### src/rtl/scc_pkg.sv
// Summary of operation
// - Ten pad enables, zero means high-impedance.
// - Four-bit source select for output zero.
// - Outputs one to nine choose individual or common source; output zero always takes the common source.
// - Bus B divider: none, five, four.
// - One chained serial slave per analog macro.
// - Write trigger reads one until done.
// - Read trigger reads one until done.
// - One-hot macro select, resets to macro zero.
// - Phase regulator modes, some gated by sync.
// - Phase detector source select, code three disables.
// - Half-cycle deadlock block mode, reset two.
// - Proportional path divided by two^code.
// - Integral path divided by two^(code+1).
package scc_pkg;
  // Register byte offsets.
  localparam logic [7:0] OFS_PAD_EN = 8'h00;
  localparam logic [7:0] OFS_SRC_SEL = 8'h04;
  localparam logic [7:0] OFS_DIV = 8'h08;
  localparam logic [7:0] OFS_MCB_CTRL = 8'h10;
  localparam logic [7:0] OFS_MCB_WDATA = 8'h14;
  localparam logic [7:0] OFS_MCB_RDATA = 8'h18;
  localparam logic [7:0] OFS_DES_CFG = 8'h20;
  localparam logic [7:0] OFS_DES_STAT = 8'h24;
  // Field positions.
  localparam int SEL0_LSB = 16;
  localparam int WR_TRIG_BIT = 31;
  localparam int RD_TRIG_BIT = 30;
  localparam int PHS_LSB = 13;
  localparam int CPMD_LSB = 11;
  localparam int MBTR_LSB = 8;
  localparam int BWA_LSB = 5;
  localparam int BWH_LSB = 1;
  // Values after reset.
  localparam logic [3:0] RST_PHS = 4'h6;
  localparam logic [1:0] RST_CPMD = 2'h0;
  localparam logic [2:0] RST_MBTR = 3'h2;
  localparam logic [2:0] RST_BWA = 3'h6;
  localparam logic [2:0] RST_BWH = 3'h7;
  localparam logic [1:0] RST_MACRO_SEL = 2'h1;
  // Encodings.
  localparam logic [3:0] NUM_SOURCES = 4'hA;
  localparam logic [1:0] DIV_NONE = 2'h0;
  localparam logic [1:0] DIV_BY5 = 2'h1;
  localparam logic [1:0] DIV_BY4 = 2'h2;
  localparam logic [1:0] CPMD_OFF = 2'h3;
  localparam logic [2:0] MBTR_DENSE = 3'h0;
  localparam logic [2:0] MBTR_UNSYNC = 3'h1;
  localparam logic [2:0] MBTR_DENSE_UNSYNC = 3'h2;
  localparam logic [2:0] MBTR_ALWAYS = 3'h4;
  // Full output periods of the bus B divider, counted in input edges.
  localparam int DIV5_EDGES = 10;
  localparam int DIV4_EDGES = 8;

  typedef enum {MCB_IDLE, MCB_SHIFT, MCB_DONE} scc_mcb_state_type;

  // Decoded clock-recovery loop controls; ppm_limit 0..3 = 50, 99, 202, 485 ppm.
  typedef struct packed {
    logic reg_enable;
    logic [1:0] ppm_limit;
    logic pd_enable;
    logic [1:0] pd_source;
    logic deadlock_block;
    logic [2:0] prop_shift;
    logic [3:0] integ_shift;
  } scc_loop_type;
endpackage : scc_pkg

### src/rtl/scc_top.sv
`timescale 1ns/1ns
module scc_top #(
  parameter int N_OUT = 10,
  parameter int MCB_DATA_W = 8,
  parameter int N_MACRO = 2
) (
  // Clock and reset.
  input wire logic clk,
  input wire logic rstn,
  // Register port.
  input wire logic [7:0] reg_addr,
  input wire logic [31:0] reg_wdata,
  input wire logic reg_wr,
  input wire logic reg_rd,
  output logic [31:0] reg_rdata,
  // Recovered clocks in and pads out.
  input wire logic [N_OUT-1:0] lane_clks,
  input wire logic bus_b_clk,
  output logic [N_OUT-1:0] recovered_clock_outputs,
  output logic [N_OUT-1:0] recovered_clock_outputs_oe,
  output logic bus_b_clk_out,
  // Macro configuration bus.
  output logic mcb_sdo,
  output logic mcb_frame,
  input wire logic mcb_sdi,
  // Clock-recovery loop.
  input wire logic pcs_sync,
  input wire logic dense_pattern,
  output scc_pkg::scc_loop_type loop_ctrl
);
  logic [N_OUT-1:0] recovered_clock_pad_enables_reg;
  logic [3:0] output0_source_select_reg;
  logic [N_OUT-1:0] common_source_select_reg;
  logic [1:0] bus_b_divider_select_reg;
  logic [N_MACRO-1:0] macro_select_vector_reg;
  logic [MCB_DATA_W-1:0] mcb_wdata_reg;
  logic [MCB_DATA_W-1:0] mcb_rdata_reg;
  logic wr_pend_reg;
  logic rd_pend_reg;
  logic [3:0] phase_regulator_mode_reg;
  logic [1:0] phase_detector_source_select_reg;
  logic [2:0] half_cycle_deadlock_mode_reg;
  logic [2:0] proportional_bandwidth_divider_reg;
  logic [2:0] integral_time_constant_reg;
  logic mcb_done;
  logic [MCB_DATA_W-1:0] mcb_rdata;
  logic mcb_sdo_int;
  logic mcb_frame_int;
  logic bus_b_div;

  // Address decode.
  wire wr_pad = reg_wr && (reg_addr == scc_pkg::OFS_PAD_EN);
  wire wr_src = reg_wr && (reg_addr == scc_pkg::OFS_SRC_SEL);
  wire wr_div = reg_wr && (reg_addr == scc_pkg::OFS_DIV);
  wire wr_mcb = reg_wr && (reg_addr == scc_pkg::OFS_MCB_CTRL);
  wire wr_mwd = reg_wr && (reg_addr == scc_pkg::OFS_MCB_WDATA);
  wire wr_des = reg_wr && (reg_addr == scc_pkg::OFS_DES_CFG);

  // Macro bus triggers; write wins when both bits are set together.
  wire mcb_busy = wr_pend_reg || rd_pend_reg;
  wire start_wr = wr_mcb && reg_wdata[scc_pkg::WR_TRIG_BIT] && !mcb_busy;
  wire start_rd = wr_mcb && reg_wdata[scc_pkg::RD_TRIG_BIT] &&
    !reg_wdata[scc_pkg::WR_TRIG_BIT] && !mcb_busy;

  // Recovered clock source selection.
  // source zero select
  wire src_ok = output0_source_select_reg < scc_pkg::NUM_SOURCES;
  wire common_src = src_ok ? lane_clks[output0_source_select_reg] : 1'b0;
  wire [N_OUT-1:0] indiv_src = {lane_clks[N_OUT-1:1], common_src};
  wire [N_OUT-1:0] pad_src = (indiv_src & ~common_source_select_reg) |
    ({N_OUT{common_src}} & common_source_select_reg);

  // Loop control decode.
  // top bit unused
  wire [2:0] phs_code = phase_regulator_mode_reg[2:0];
  scc_pkg::scc_loop_type loop_next;
  assign loop_next.reg_enable = (phs_code != 3'h0) && (!phs_code[2] || pcs_sync);
  assign loop_next.ppm_limit = phs_code[1:0];
  assign loop_next.pd_enable = phase_detector_source_select_reg != scc_pkg::CPMD_OFF;
  assign loop_next.pd_source = phase_detector_source_select_reg;
  assign loop_next.deadlock_block =
    (half_cycle_deadlock_mode_reg == scc_pkg::MBTR_DENSE) ? dense_pattern :
    (half_cycle_deadlock_mode_reg == scc_pkg::MBTR_UNSYNC) ? !pcs_sync :
    (half_cycle_deadlock_mode_reg == scc_pkg::MBTR_DENSE_UNSYNC) ?
      (dense_pattern && !pcs_sync) :
    (half_cycle_deadlock_mode_reg == scc_pkg::MBTR_ALWAYS);
  assign loop_next.prop_shift = proportional_bandwidth_divider_reg;
  assign loop_next.integ_shift = {1'b0, integral_time_constant_reg} + 4'h1;

  // Read multiplexer.
  wire [31:0] rd_pad = 32'(recovered_clock_pad_enables_reg);
  wire [31:0] rd_src = (32'(output0_source_select_reg) << scc_pkg::SEL0_LSB) |
    32'(common_source_select_reg);
  wire [31:0] rd_div = 32'(bus_b_divider_select_reg);
  wire [31:0] rd_mcb = (32'(wr_pend_reg) << scc_pkg::WR_TRIG_BIT) |
    (32'(rd_pend_reg) << scc_pkg::RD_TRIG_BIT) | 32'(macro_select_vector_reg);
  wire [31:0] rd_des =
    (32'(phase_regulator_mode_reg) << scc_pkg::PHS_LSB) |
    (32'(phase_detector_source_select_reg) << scc_pkg::CPMD_LSB) |
    (32'(half_cycle_deadlock_mode_reg) << scc_pkg::MBTR_LSB) |
    (32'(proportional_bandwidth_divider_reg) << scc_pkg::BWA_LSB) |
    (32'(integral_time_constant_reg) << scc_pkg::BWH_LSB);
  wire [31:0] rd_stat = {pcs_sync, 15'h0000, 16'(loop_ctrl)};
  wire [31:0] rd_mux =
    (reg_addr == scc_pkg::OFS_PAD_EN) ? rd_pad :
    (reg_addr == scc_pkg::OFS_SRC_SEL) ? rd_src :
    (reg_addr == scc_pkg::OFS_DIV) ? rd_div :
    (reg_addr == scc_pkg::OFS_MCB_CTRL) ? rd_mcb :
    (reg_addr == scc_pkg::OFS_MCB_WDATA) ? 32'(mcb_wdata_reg) :
    (reg_addr == scc_pkg::OFS_MCB_RDATA) ? 32'(mcb_rdata_reg) :
    (reg_addr == scc_pkg::OFS_DES_CFG) ? rd_des :
    (reg_addr == scc_pkg::OFS_DES_STAT) ? rd_stat : 32'h00000000;

  // Unmapped reads return zero and the data bus drops to zero after one cycle.
  always_ff @(posedge clk or negedge rstn)
  begin
    if (!rstn)
      reg_rdata <= 32'h00000000;
    else
      reg_rdata <= reg_rd ? rd_mux : 32'h00000000;
  end

  // Recovered clock configuration.
  always_ff @(posedge clk or negedge rstn)
  begin
    if (!rstn)
    begin
      recovered_clock_pad_enables_reg <= '0;
      output0_source_select_reg <= 4'h0;
      common_source_select_reg <= '0;
      bus_b_divider_select_reg <= scc_pkg::DIV_NONE;
    end
    else
    begin
      if (wr_pad)
        recovered_clock_pad_enables_reg <= reg_wdata[N_OUT-1:0];
      if (wr_src)
      begin
        output0_source_select_reg <= reg_wdata[scc_pkg::SEL0_LSB +: 4];
        common_source_select_reg <= reg_wdata[N_OUT-1:0];
      end
      if (wr_div)
        bus_b_divider_select_reg <= reg_wdata[1:0];
    end
  end

  always_ff @(posedge clk or negedge rstn)
  begin
    if (!rstn)
    begin
      recovered_clock_outputs <= '0;
      recovered_clock_outputs_oe <= '0;
      bus_b_clk_out <= 1'b0;
    end
    else
    begin
      recovered_clock_outputs <= pad_src & recovered_clock_pad_enables_reg;
      recovered_clock_outputs_oe <= recovered_clock_pad_enables_reg;
      bus_b_clk_out <= bus_b_div;
    end
  end

  scc_div u_div (
    .clk(clk),
    .rstn(rstn),
    .mode(bus_b_divider_select_reg),
    .clk_in(bus_b_clk),
    .clk_out(bus_b_div)
  );

  always_ff @(posedge clk or negedge rstn)
  begin
    if (!rstn)
    begin
      macro_select_vector_reg <= N_MACRO'(scc_pkg::RST_MACRO_SEL);
      mcb_wdata_reg <= '0;
    end
    else
    begin
      if (wr_mcb)
        macro_select_vector_reg <= reg_wdata[N_MACRO-1:0];
      if (wr_mwd)
        mcb_wdata_reg <= reg_wdata[MCB_DATA_W-1:0];
    end
  end

  always_ff @(posedge clk or negedge rstn)
  begin
    if (!rstn)
    begin
      wr_pend_reg <= 1'b0;
      rd_pend_reg <= 1'b0;
      mcb_rdata_reg <= '0;
    end
    else
    begin
      wr_pend_reg <= start_wr || (wr_pend_reg && !mcb_done);
      rd_pend_reg <= start_rd || (rd_pend_reg && !mcb_done);
      if (mcb_done && rd_pend_reg)
        mcb_rdata_reg <= mcb_rdata;
    end
  end

  scc_mcb #(
    .DATA_W(MCB_DATA_W),
    .N_SLV(N_MACRO)
  ) u_mcb (
    .clk(clk),
    .rstn(rstn),
    .start(start_wr || start_rd),
    .is_wr(start_wr),
    .sel(macro_select_vector_reg),
    .wdata(mcb_wdata_reg),
    .done(mcb_done),
    .rdata(mcb_rdata),
    .sdo(mcb_sdo_int),
    .frame(mcb_frame_int),
    .sdi(mcb_sdi)
  );

  assign mcb_sdo = mcb_sdo_int;
  assign mcb_frame = mcb_frame_int;

  // Deserializer loop configuration.
  always_ff @(posedge clk or negedge rstn)
  begin
    if (!rstn)
    begin
      phase_regulator_mode_reg <= scc_pkg::RST_PHS;
      phase_detector_source_select_reg <= scc_pkg::RST_CPMD;
      half_cycle_deadlock_mode_reg <= scc_pkg::RST_MBTR;
      proportional_bandwidth_divider_reg <= scc_pkg::RST_BWA;
      integral_time_constant_reg <= scc_pkg::RST_BWH;
    end
    else if (wr_des)
    begin
      phase_regulator_mode_reg <= reg_wdata[scc_pkg::PHS_LSB +: 4];
      phase_detector_source_select_reg <= reg_wdata[scc_pkg::CPMD_LSB +: 2];
      half_cycle_deadlock_mode_reg <= reg_wdata[scc_pkg::MBTR_LSB +: 3];
      proportional_bandwidth_divider_reg <= reg_wdata[scc_pkg::BWA_LSB +: 3];
      integral_time_constant_reg <= reg_wdata[scc_pkg::BWH_LSB +: 3];
    end
  end

  always_ff @(posedge clk or negedge rstn)
  begin
    if (!rstn)
      loop_ctrl <= '0;
    else
      loop_ctrl <= loop_next;
  end
endmodule : scc_top

### src/rtl/scc_div.sv
`timescale 1ns/1ns
module scc_div (
  // Clock and reset.
  input wire logic clk,
  input wire logic rstn,
  // Divider control and clocks.
  input wire logic [1:0] mode,
  input wire logic clk_in,
  output logic clk_out
);
  logic prev_reg;
  logic [3:0] cnt_reg;
  wire edge_seen = clk_in ^ prev_reg;
  wire [3:0] span = (mode == scc_pkg::DIV_BY5) ? 4'(scc_pkg::DIV5_EDGES) :
    4'(scc_pkg::DIV4_EDGES);
  wire [3:0] cnt_next = (cnt_reg >= span - 4'h1) ? 4'h0 : cnt_reg + 4'h1;

  // Counting both edges keeps the divide-by-five output at half duty.
  always_ff @(posedge clk or negedge rstn)
  begin
    if (!rstn)
    begin
      prev_reg <= 1'b0;
      cnt_reg <= 4'h0;
      clk_out <= 1'b0;
    end
    else
    begin
      prev_reg <= clk_in;
      if (edge_seen)
        cnt_reg <= cnt_next;
      if (mode == scc_pkg::DIV_NONE)
        clk_out <= clk_in;
      else if (mode == 2'h3)
        clk_out <= 1'b0;
      else
        clk_out <= (cnt_reg < (span >> 1));
    end
  end
endmodule : scc_div

### src/rtl/scc_mcb.sv
`timescale 1ns/1ns
module scc_mcb #(
  parameter int DATA_W = 8,
  parameter int N_SLV = 2
) (
  // Clock and reset.
  input wire logic clk,
  input wire logic rstn,
  // Transfer request.
  input wire logic start,
  input wire logic is_wr,
  input wire logic [N_SLV-1:0] sel,
  input wire logic [DATA_W-1:0] wdata,
  output logic done,
  output logic [DATA_W-1:0] rdata,
  // Serial loop.
  output logic sdo,
  output logic frame,
  input wire logic sdi
);
  localparam int SLOT = DATA_W + 2;
  localparam int LEN = N_SLV * SLOT;
  localparam int CW = $clog2(LEN + 1);
  scc_pkg::scc_mcb_state_type state_reg;
  logic [LEN-1:0] sh_reg;
  logic [LEN-1:0] load_word;
  logic [CW-1:0] cnt_reg;

  always_comb
  begin
    load_word = '0;
    for (int i = 0; i < N_SLV; i++)
      load_word[(N_SLV-1-i)*SLOT +: SLOT] = {sel[i], is_wr, wdata};
  end

  assign rdata = sh_reg[LEN-3 -: DATA_W];

  // The frame leaves MSB first and comes back round the loop into the LSB.
  always_ff @(posedge clk or negedge rstn)
  begin
    if (!rstn)
    begin
      state_reg <= scc_pkg::MCB_IDLE;
      sh_reg <= '0;
      cnt_reg <= '0;
      sdo <= 1'b0;
      frame <= 1'b0;
      done <= 1'b0;
    end
    else
    begin
      done <= 1'b0;
      case (state_reg)
        scc_pkg::MCB_IDLE:
        begin
          if (start)
          begin
            sh_reg <= load_word;
            cnt_reg <= CW'(LEN);
            state_reg <= scc_pkg::MCB_SHIFT;
          end
        end
        scc_pkg::MCB_SHIFT:
        begin
          frame <= 1'b1;
          sdo <= sh_reg[LEN-1];
          sh_reg <= {sh_reg[LEN-2:0], sdi};
          cnt_reg <= cnt_reg - CW'(1);
          if (cnt_reg == CW'(1))
            state_reg <= scc_pkg::MCB_DONE;
        end
        scc_pkg::MCB_DONE:
        begin
          frame <= 1'b0;
          sdo <= 1'b0;
          done <= 1'b1;
          state_reg <= scc_pkg::MCB_IDLE;
        end
        default: state_reg <= scc_pkg::MCB_IDLE;
      endcase
    end
  end
endmodule : scc_mcb

### config.mk
export PLATFORM = sky130hd
export DESIGN_NAME = scc_top
export DESIGN_NICKNAME = d
export VERILOG_FILES = /design/src/rtl/scc_pkg.sv /design/src/rtl/scc_top.sv /design/src/rtl/scc_div.sv /design/src/rtl/scc_mcb.sv
export SDC_FILE = /design/constraint.sdc
export NUM_CORES = 1
export LEC_CHECK = 0
export BUFFER_PORTS_ARGS = -buffer_cell sky130_fd_sc_hd__buf_2
export CORE_ASPECT_RATIO = 1.5
export CORE_MARGIN = 10
export CORE_UTILIZATION = 60
export CTS_CLUSTER_DIAMETER = 150
export DETAILED_ROUTE_END_ITERATION = 7
export PLACE_DENSITY = 0.87
export SYNTH_ARGS = -nofsm -noshare
export SYNTH_HDL_FRONTEND = slang
export SYNTH_SLANG_ARGS = --single-unit
### constraint.sdc
create_clock -name clk -period 3.6 [get_ports clk]
set_input_delay 0.36 -clock clk [delete_from_list [all_inputs] [get_ports clk]]
set_output_delay 0.36 -clock clk [all_outputs]
set_load 0.05 [all_outputs]
== Word-level counts from Yosys, hierarchy flattened ==
Index checks and enable logic that the tools add are counted.
Storage, ports and cells
  memory bits (writable): 0
  input bits: 58
  memories: 0
  flip-flop bits (word level): 194
  ROM bits: 0
  latch bits: 0
  output and inout port bits: 69
  word-level logic and storage cells: 137
Cells by class
  reductions and logical operators: 35
  bitwise gates (word level): 13
  shifts and indexed selects: 0
  muxes and demuxes: 29
  magnitude comparators: 4
  multipliers: 0
  add/sub/neg operators: 4
  div/mod/pow operators: 0
  equal/unequal tests: 18
Operators by type and width (number)
  $mux W32: 11
  $pmux W32 S2: 1
  $pmux W20 S2: 1
  $eq A32 B1 Y1 const B: 1
  $eq A32 B2 Y1 const B: 1
  $logic_not A32 Y1: 1
  $or A32 B2 Y32: 1
  $or A32 B31 Y32: 1
  $and A10 B10 Y10: 3
  $eq A8 B5 Y1 const B: 3
  $mux W20: 1
  $or A20 B10 Y20: 1
  $or A17 B11 Y17: 1
  $or A17 B13 Y17: 1
  $or A17 B4 Y17: 1
  $or A17 B8 Y17: 1
  $eq A8 B6 Y1 const B: 2
  $logic_and A1 B1 Y1: 16
  $not A10 Y10: 1
  $or A10 B10 Y10: 1
  $pmux W5 S2: 1
  $eq A8 B3 Y1 const B: 1
  $eq A8 B4 Y1 const B: 1
  $logic_not A8 Y1: 1
  30 further kinds: 49

== Logic depth before layout (Yosys ltp) ==
Gate-level depths: netlist (run 1).
  depth after elaboration: 12
  mapped depth: 8

== Hierarchy ==
A second synthesis (run 1) with hierarchy kept.
Unflattened totals
  cells, all modules: 605
  area, all modules: 7081.8 um^2
Modules (own cells, without submodules)
  scc_top: area each 5118.7 um^2, times used 1, sequential area each 2964.1 um^2, cells each 412
  scc_mcb: area each 1614.0 um^2, times used 1, sequential area each 750.7 um^2, cells each 155
  scc_div: area each 349.1 um^2, times used 1, sequential area each 150.1 um^2, cells each 38

== Least setup slack after synthesis (run 1) ==
OpenSTA, ideal clock, no wires.
  path type: input to register
  start: input port reg_addr[2]
  end: register u_mcb.sh_reg[9]
  data arrival time: 2.011 ns
  cell stages on the path: 7
  buffers on the path: 3
  path slack: 1.468 ns
  library setup time: 0.121 ns
  cell sequence: buf_6 -> or4_4 -> buf_6 -> or4_4 -> buf_6 -> a22oi_1 -> nor2_1
Between the ends
  word-level cells in the longest chain between the ends: 8
Ends and longest elaborated chain
  start, declared: RTL line scc_top.sv:11  | input wire logic [7:0] reg_addr,
  $eq A8 B5 Y1 (*): RTL line scc_top.sv:55  | wire wr_mcb = reg_wr && (reg_addr == scc_pkg::OFS_MCB_CTRL);
  $logic_and A1 B1 Y1 (*): RTL line scc_top.sv:55
  $logic_and A1 B1 Y1 (2 in series): RTL line scc_top.sv:62  | wire start_rd = wr_mcb && reg_wdata[scc_pkg::RD_TRIG_BIT] &&
  $logic_and A1 B1 Y1: RTL line scc_top.sv:63  | !reg_wdata[scc_pkg::WR_TRIG_BIT] && !mcb_busy;
  $logic_or A1 B1 Y1 (*): RTL line scc_top.sv:210  | .start(start_wr || start_rd),
  $ne A2 B1 Y1 (no line) (*)
  $reduce_and A2 Y1 (no line) (*)
  end signal, assigned: RTL line scc_mcb.sv:58  | sh_reg <= load_word;
  end signal, assigned: RTL line scc_mcb.sv:67  | sh_reg <= {sh_reg[LEN-2:0], sdi};
  end, declared: RTL line scc_mcb.sv:25  | logic [LEN-1:0] sh_reg;
Every way passes the cells marked *; elsewhere a longest branch is shown, timed or not.
A chain may end at the register's enable or synchronous reset.

== Worst setup path in the final report (run 1) ==
  start: register u_mcb.state_reg[0]
  end: register u_mcb.sh_reg[11]
Between the ends
  word-level cells in the longest chain between the ends: 3
Ends and longest elaborated chain
  start, declared: RTL line scc_mcb.sv:24  | scc_pkg::scc_mcb_state_type state_reg;
  start signal, assigned: RTL line scc_mcb.sv:43  | state_reg <= scc_pkg::MCB_IDLE;
  start signal, assigned: RTL line scc_mcb.sv:60  | state_reg <= scc_pkg::MCB_SHIFT;
  start signal, assigned: RTL line scc_mcb.sv:70  | state_reg <= scc_pkg::MCB_DONE;
  $logic_not A32 Y1 or $eq A32 B1 Y1 (tied branches): RTL line scc_mcb.sv:53  | case (state_reg)
  $ne A2 B1 Y1 (no line) or $reduce_bool A2 Y1 (tied branches)
  $reduce_and A2 Y1 (no line)
Several ways; a longest one is shown, not always the timed one.

==> summary.txt, run 1 <==
Pwr
  – P_leak: 0.00401 uW
  – P_int: 3080 uW
  – Switching part of the total power: 0.257
  – Flop pwr share: 0.455
  – PwrDens: 508 nW/um^2
  – Combinational power share: 0.096
  – Peak VDD IR: 434 uV
  – Total Power: 4140 uW
  – Clock power share: 0.449
  – Sw Pwr: 1060 uW

Setup path
  – Crit path required time: 3.93 ns
  – Startpoint types: flip-flop
  – Critical path type: reg2reg
  – Crit path max fanout: 23
  – Critical path arrival: 2.88 ns
  – CP endpoint kind: flip-flop

Clock tree
  – Clk_lat worst skew: 0.42 ns
  – CTS root buffer: clkbuf_16
  – Sinks on Clock Net: 154
  – Hold_buf cts: 0
  – TritonCTS clock tree: done
  – Buffer depth of the longest clock path: 2
  – TritonCTS Buffers: 17
  – Post-CTS Setup Bufs: 0
  – # resized after CTS: 0
  – H-Tree Depth: 4
  – Clk pin slew, worst setup/hold paths: 0.06 ns

Yosys
  – Unique masters post-synth: 65
  – Top cells by count, synth: dfrtp_1 (145), mux2_2 (60), o22ai_1 (43), nor2_1 (34), o21ai_0 (31)
  – Top cells by area, synth: dfrtp_1 (52%), mux2_2 (9.8%), o22ai_1 (3.9%), dfstp_2 (3.4%), o21ai_0 (2.2%)
  – Post-synth top area share: 0.524
  – Synth Register Bits: 154
  – Syn. warnings: 0
  – Synth async-reset ratio: 1.00
  – Largest area contributor in the netlist: dfrtp_1
  – Ys flop type: dfrtp_1
  – Syn_area_per_cell: 11.7 um^2
  – Synthesized cell area: 6930 um^2
  – Cells after Synth: 592
  – Post-synthesis sequential area ratio: 0.558
  – Most frequent cell after synthesis: dfrtp_1
  – Post-synth EDFFs: 0

Routing
  – Residual DRC: 0
  – Avg Vias per Cell: 6.28
  – First drt pass iteration count: 5
  – Routed wire length: 18.1 mm
  – Post-route ant nets: 0
  – Drt initial violations: 389
  – Mean routed wirelength per cell: 21.1 um
  – Via count: 5382

Status
  – Status: complete, no violations

Floorplan
  – CORE AREA: 11400 um^2
  – Row Count: 48
  – I/O Pins: 127
  – Die Ht: 152 um
  – Total Die Area: 16300 um^2
  – Initial Utilization: 0.607
  – Die W: 108 um

Final layout
  – Final #Nets: 762
  – Layout area overhead: 17.5%
  – Share of layout cells above drive strength 1: 0.322
  – Max FFs per register: 22

STA
  – Final setup TNS: 0 ns
  – F_max: 393 MHz
  – Clk_skew: 0.00597 ns
  – Fin crit share: 0.706
  – RSZ-0062 raised after global routing: false
  – Final Hold Viols: 0
  – Final setup vio count: 0
  – Worst-Margin Slew: 1.25 ns
  – Max_slew headroom: 0.163
  – Final Max Tran Viols: 0
  – WHS: 0.0642 ns
  – Min cycle time layout: 2.54 ns

Global routing
  – Vias in the first global route: 5560
  – GR peak layer: met2
  – Antenna violations before repair: 1
  – Met1 usage in global routing: 0.231
  – Total track usage: 0.222
  – Largest net degree at the start of global routing: 114
  – GRT met3 Usage: 0.0665
  – First-pass GRT wire length: 28.4 mm
  – Gr ovfl total: 0
  – Met2 Use GR: 0.396

Placed design
  – Gpl congestion: 0.919
  – Buffers added on ports: 106
  – Hpwl dp: 12.8 mm

Flow run
  – Max-cap violation count: 0

Hold path
  – Type of the most critical hold path: in2async
[critical path, stage by stage, from the launching register on]
cell,delay (ns)
dfrtp_1,0.39
inv_1,0.12
ha_1,0.16
buf_4,0.24
nand2b_1,0.28
o41a_1,0.82
o22ai_1,0.23
a21oi_1,0.20
[path summary, 6_finish.rpt]
| check | start | endpoint | slack, ns | cells after the start |
|---|---|---|---|---|
| worst max-delay path | u_mcb.state_reg[0] | u_mcb.sh_reg[11] | 1.06 | 7 |
| worst min-delay path | rstn | u_div.cnt_reg[1] | 0.06 | 1 |
| worst max register to register | u_mcb.state_reg[0] | u_mcb.sh_reg[11] | 1.06 | 7 |
| worst min register to register | u_div.clk_out | bus_b_clk_out | 0.35 | 0 |
| max in group asynchronous | rstn | proportional_bandwidth_divider_reg[1] | 2.59 | 2 |
| min in group clk | bus_b_clk | u_div.prev_reg | 0.10 | 1 |
[routing by layer]
metal / wire [um] / vias to the layer above
met5: 10 / -
met4: 724 / 2
met3: 1450 / 64
met2: 9600 / 258
met1: 6290 / 2667
li1: - / 2391
[power by group through the flow]
stage | sequential, uW | combinational, uW | clock, uW
2_1_floorplan | 1950 | 205 | 0
3_3_place_gp | 1900 | 376 | 0
3_5_place_dp | 1910 | 392 | 0
4_1_cts | 1880 | 396 | 1870
5_1_grt | 1890 | 433 | 1950
6_report | 1880 | 396 | 1860
[cells in the final DEF, fill, tap and decap left out, types with 3 or more instances in the layout]
master,count
dfrtp_1,145
buf_2,105
mux2_2,60
o22ai_1,43
nor2_1,34
o21ai_0,31
a21oi_1,27
nand2_1,25
inv_1,17
clkbuf_16,17
nand3_1,14
a22oi_1,12
ha_1,11
nand2b_1,10
mux2i_1,10
conb_1,10
dfstp_2,9
nor4bb_1,8
a311oi_1,8
and3_1,8
buf_4,6
o22a_1,5
a211oi_1,5
nor3_1,4
nor3b_1,4
nor4_1,4
clkinv_4,4
o32ai_1,3
o31ai_1,3
a21o_1,3
clkinvlp_4,3
bufinv_16,3
[through the flow]
| step | std cells | worst slack (ns) | utilization | cell area [um^2] |
|---|---|---|---|---|
| final | 857 | 1.06 | 0.713 | 8140 |
| after global routing | 856 | 0.925 | 0.713 | 8140 |
| after floorplan | 601 | 1.47 | - | 6960 |
| after detailed placement | 824 | 0.896 | 0.659 | 7520 |
| after global placement | 824 | 0.947 | 0.659 | 7520 |
| after CTS | 856 | 1.09 | 0.713 | 8140 |
[kinds of logic (layout without fill, tap and decap cells)]
kind of cell,after synthesis,in the layout,share of synthesized area
other,1,11,0.000541
DFF,154,154,0.558
muxes,72,72,0.118
xor gates and xnor gates,4,4,0.00506
AOI/OAI and AO/OA,158,158,0.149
and+or+nand+nor,135,135,0.107
adders and majority gates,11,11,0.0199
buffers and inverters,57,162,0.0417
[area by class of cell]
| cell class | count | area (um^2) |
|---|---|---|
| sequential | 154 | 3860 |
| tap | 150 | 188 |
| multi-input combinational | 390 | 2810 |
| antenna | 1 | 2.50 |
| timing repair buffer | 112 | 582 |
| inverter | 18 | 67.6 |
| clock inverter | 12 | 165 |
| fill | 761 | 3270 |
| clock buffer | 20 | 457 |
Note: power is estimated with default switching activity, not from simulation.
==> inputs of run 2 (changes only) <==
ABC_AREA = 1   (was unset)
CORE_UTILIZATION = 56   (was 60)
PLACE_DENSITY = 0.82   (was 0.87)
clock period = 2.7 ns   (was 3.6 ns; I/O delays follow)
==> run 2 against run 1 <==
Compared with the run above: global-route usage down 1.3 points; via count up 5.9%; synthesized area down 1.3%; critical path type unchanged; critical endpoint is now u_mcb.sh_reg[18].
==> summary.txt, run 2 <==
Yosys
  – Synth async-reset ratio: 1.00 (unchanged)
  – Syn_area_per_cell: 8.90 um^2 (-24%)
  – Most frequent cell after synthesis: nand2_1
  – Top cells by count, synth: nand2_1 (216), dfrtp_1 (145), o21ai_0 (80), inv_1 (75), nand3_1 (56)
  – Unique masters post-synth: 40 (-38%)
  – Post-synth EDFFs: 0 (unchanged)
  – Synthesized cell area: 6840 um^2 (-1.3%)
  – Largest area contributor in the netlist: dfrtp_1
  – Post-synthesis sequential area ratio: 0.565 (+0.00714)
  – Ys flop type: dfrtp_1
  – Post-synth top area share: 0.530 (+0.00671)
  – Synth Register Bits: 154 (unchanged)
  – Top cells by area, synth: dfrtp_1 (53%), nand2_1 (12%), o21ai_0 (5.9%), inv_1 (4.1%), nand3_1 (4.1%)
  – Syn. warnings: 0 (unchanged)
  – Cells after Synth: 769 (+30%)

STA
  – Clk_skew: 0.00718 ns (+0.00121 ns)
  – Fin crit share: 0.749 (+0.0433)
  – Final Max Tran Viols: 0 (unchanged)
  – F_max: 494 MHz (+26%)
  – Final setup TNS: 0 ns (unchanged)
  – Final Hold Viols: 0 (unchanged)
  – Max_slew headroom: 0.419 (+0.256)
  – Final setup vio count: 0 (unchanged)
  – RSZ-0062 raised after global routing: false
  – Min cycle time layout: 2.02 ns (-0.519 ns)
  – Worst-Margin Slew: 0.870 ns (-0.383 ns)

Pwr
  – Clock power share: 0.454 (+0.005)
  – Combinational power share: 0.086 (-0.010)
  – Switching part of the total power: 0.259 (+0.00213)
  – P_int: 4010 uW (+31%)
  – Sw Pwr: 1400 uW (+32%)
  – Peak VDD IR: 465 uV (+7.3%)
  – Flop pwr share: 0.460 (+0.005)
  – PwrDens: 669 nW/um^2 (+32%)
  – P_leak: 0.00432 uW (+7.6%)

Setup path
  – FF-to-FF End: u_mcb.sh_reg[18]
  – Worst-path cell chain: inv_1 -> ha_1 -> buf_4 -> clkinv_1 -> nand4_1 -> nand2_1 -> nand3_1 -> nand2_1
  – Reg2Reg Setup Slack: 0.68 ns (-0.38 ns)
  – Crit path max fanout: 18 (-22%)
  – Critical path type: reg2reg
  – Crit path required time: 3.01 ns (-0.92 ns)
  – CP endpoint kind: flip-flop
  – CP max-delay cell: clkinv_1
  – Worst R2R Path Depth: 8 (+1)
  – CP most frequent cell: nand2_1
  – Worst path depth: 8 (+1)
  – Reg-to-Reg Start: u_mcb.state_reg[1]
  – Critical Path End: u_mcb.sh_reg[18]
  – Crit path from: u_mcb.state_reg[1]
  – Bufs and invs on worst path: 3 (+1)
  – Startpoint types: flip-flop
  – Critical path arrival: 2.33 ns (-0.55 ns)
  – Worst path top cell family by delay: buffers and inverters
  – Worst path max stage delay: 0.41 ns (-0.41 ns)

Global routing
  – Largest net degree at the start of global routing: 79 (-31%)
  – Total track usage: 0.210 (-0.0126)
  – Antenna violations before repair: 0 (-1)
  – First-pass GRT wire length: 28.4 mm (-0.14%)
  – Vias in the first global route: 5698 (+2.5%)
  – Gr ovfl total: 0 (unchanged)

Final layout
  – Register area: 3860 um^2 (unchanged)
  – Most common library cell in the layout ignoring fill and taps: nand2_1
  – Antenna cells: 0 (-1)
  – Share of layout cells above drive strength 1: 0.203 (-0.118)
  – Most frequent cells in the layout: nand2_1 (216), dfrtp_1 (145), buf_2 (105)
  – Core Util, Final: 0.677 (-0.0361)
  – Final #Nets: 946 (+24%)
  – Max FFs per register: 22 (unchanged)
  – Fill cell count: 946 (+24%)
  – Multi-input gate area: 2500 um^2 (-11%)
  – Layout area overhead: 18.4%

Routing
  – Mean routed wirelength per cell: 16.7 um (-21%)
  – Drt initial violations: 415 (+6.7%)
  – Residual DRC: 0 (unchanged)
  – Avg Vias per Cell: 5.47 (-13%)
  – Via count: 5700 (+5.9%)
  – First drt pass iteration count: 5 (unchanged)
  – Post-route ant nets: 0 (unchanged)
  – Routed wire length: 17.4 mm (-3.9%)

Placed design
  – Hpwl dp: 12.3 mm (-4.3%)
  – Buffers added on ports: 106 (unchanged)
  – Gpl congestion: 0.868 (-5.5%)

Clock tree
  – Clk_lat worst skew: 0.42 ns (about the same)
  – Clk pin slew, worst setup/hold paths: 0.06 ns (about the same)
  – Post-CTS Setup Bufs: 0 (unchanged)
  – Sinks on Clock Net: 154 (unchanged)
  – CTS root buffer: clkbuf_16
  – H-Tree Depth: 4 (unchanged)
  – TritonCTS clock tree: done
  – Buffer depth of the longest clock path: 2 (unchanged)
  – TritonCTS Buffers: 17 (unchanged)

Floorplan
  – Initial Utilization: 0.572 (-0.0350)
  – CORE AREA: 12000 um^2 (+4.8%)
  – Total Die Area: 17100 um^2 (+4.9%)
  – Row Count: 49 (+2.1%)
  – I/O Pins: 127 (unchanged)
  – Die W: 110 um (+2.3%)
  – Die Ht: 155 um (+2.5%)

Hold path
  – Type of the most critical hold path: in2reg

Status
  – Status: complete, no violations

Flow run
  – Max-cap violation count: 0 (unchanged)
-- run 2: tightest hold or removal path, stage by stage --
cell and delay (ns):
buf_2 0.09, nand2_1 0.04, o21ai_0 0.06
-- run 2: power groups by stage --
stage | Combinational, uW | Sequential, uW | Clock [uW]
6_report | 467 | 2490 | 2460
5_1_grt | 520 | 2510 | 2580
4_1_cts | 471 | 2490 | 2490
3_5_place_dp | 462 | 2530 | 0
3_3_place_gp | 444 | 2520 | 0
2_1_floorplan | 216 | 2590 | 0
-- run 2: what timing repair did --
item / 4_1_cts / 5_1_grt
hold buffers: 2 / 0
resized for setup: 0 / 0
setup endpoints to repair: 0 / 0
hold endpoints to repair: 73 / 0
-- run 2: how the worst min path moves through the flow --
stage,cells past startpoint,from,to
2_1_floorplan,0,rstn,bus_b_clk_out
3_3_place_gp,0,u_div.clk_out,bus_b_clk_out
3_5_place_dp,0,u_div.clk_out,bus_b_clk_out
4_1_cts,3,reg_wdata[0],macro_select_vector_reg[0]
5_1_grt,2,reg_wdata[13],phase_regulator_mode_reg[0]
6_report,3,reg_wdata[0],macro_select_vector_reg[0]
-- run 2: layout make-up --
cell class              instances  area share
clock buffers                  17      0.0525
clock inverters                15      0.0233
inverters                      80      0.0371
multi-input cells             509       0.309
flip-flops and latches        154       0.477
well taps                     153      0.0236
repair buffers                115      0.0768
-- run 2: kinds of logic after synthesis --
| logic type | synth area share |
|---|---|
| buf+inv | 0.0739 |
| fa+ha+maj | 0.0201 |
| flops | 0.565 |
| compound gates | 0.109 |
| xor+xnor | 0.00512 |
| mux | 0.00988 |
| other cells | 0.000548 |
| simple gates | 0.216 |
-- run 2: metal layers --
layer,up-vias,share of wire,track usage
li1,2685,-,-
met1,2758,0.36,0.239
met2,223,0.54,0.362
met3,34,0.074,0.0505
met4,0,0.026,0.0835
met5,-,0,0
-- run 2: per-stage QoR --
stage	instances	power [uW]	worst slack (ns)	area (um^2)	hold slack, ns
finish	1043	5420	0.677	8100	0.0776
global route	1043	5610	0.477	8100	0.0766
CTS	1043	5450	0.662	8100	0.0671
detailed placement	1009	2990	0.603	7460	0.343
global placement	1009	2970	0.649	7460	0.334
floorplan	778	2810	1.02	6870	-0.0256
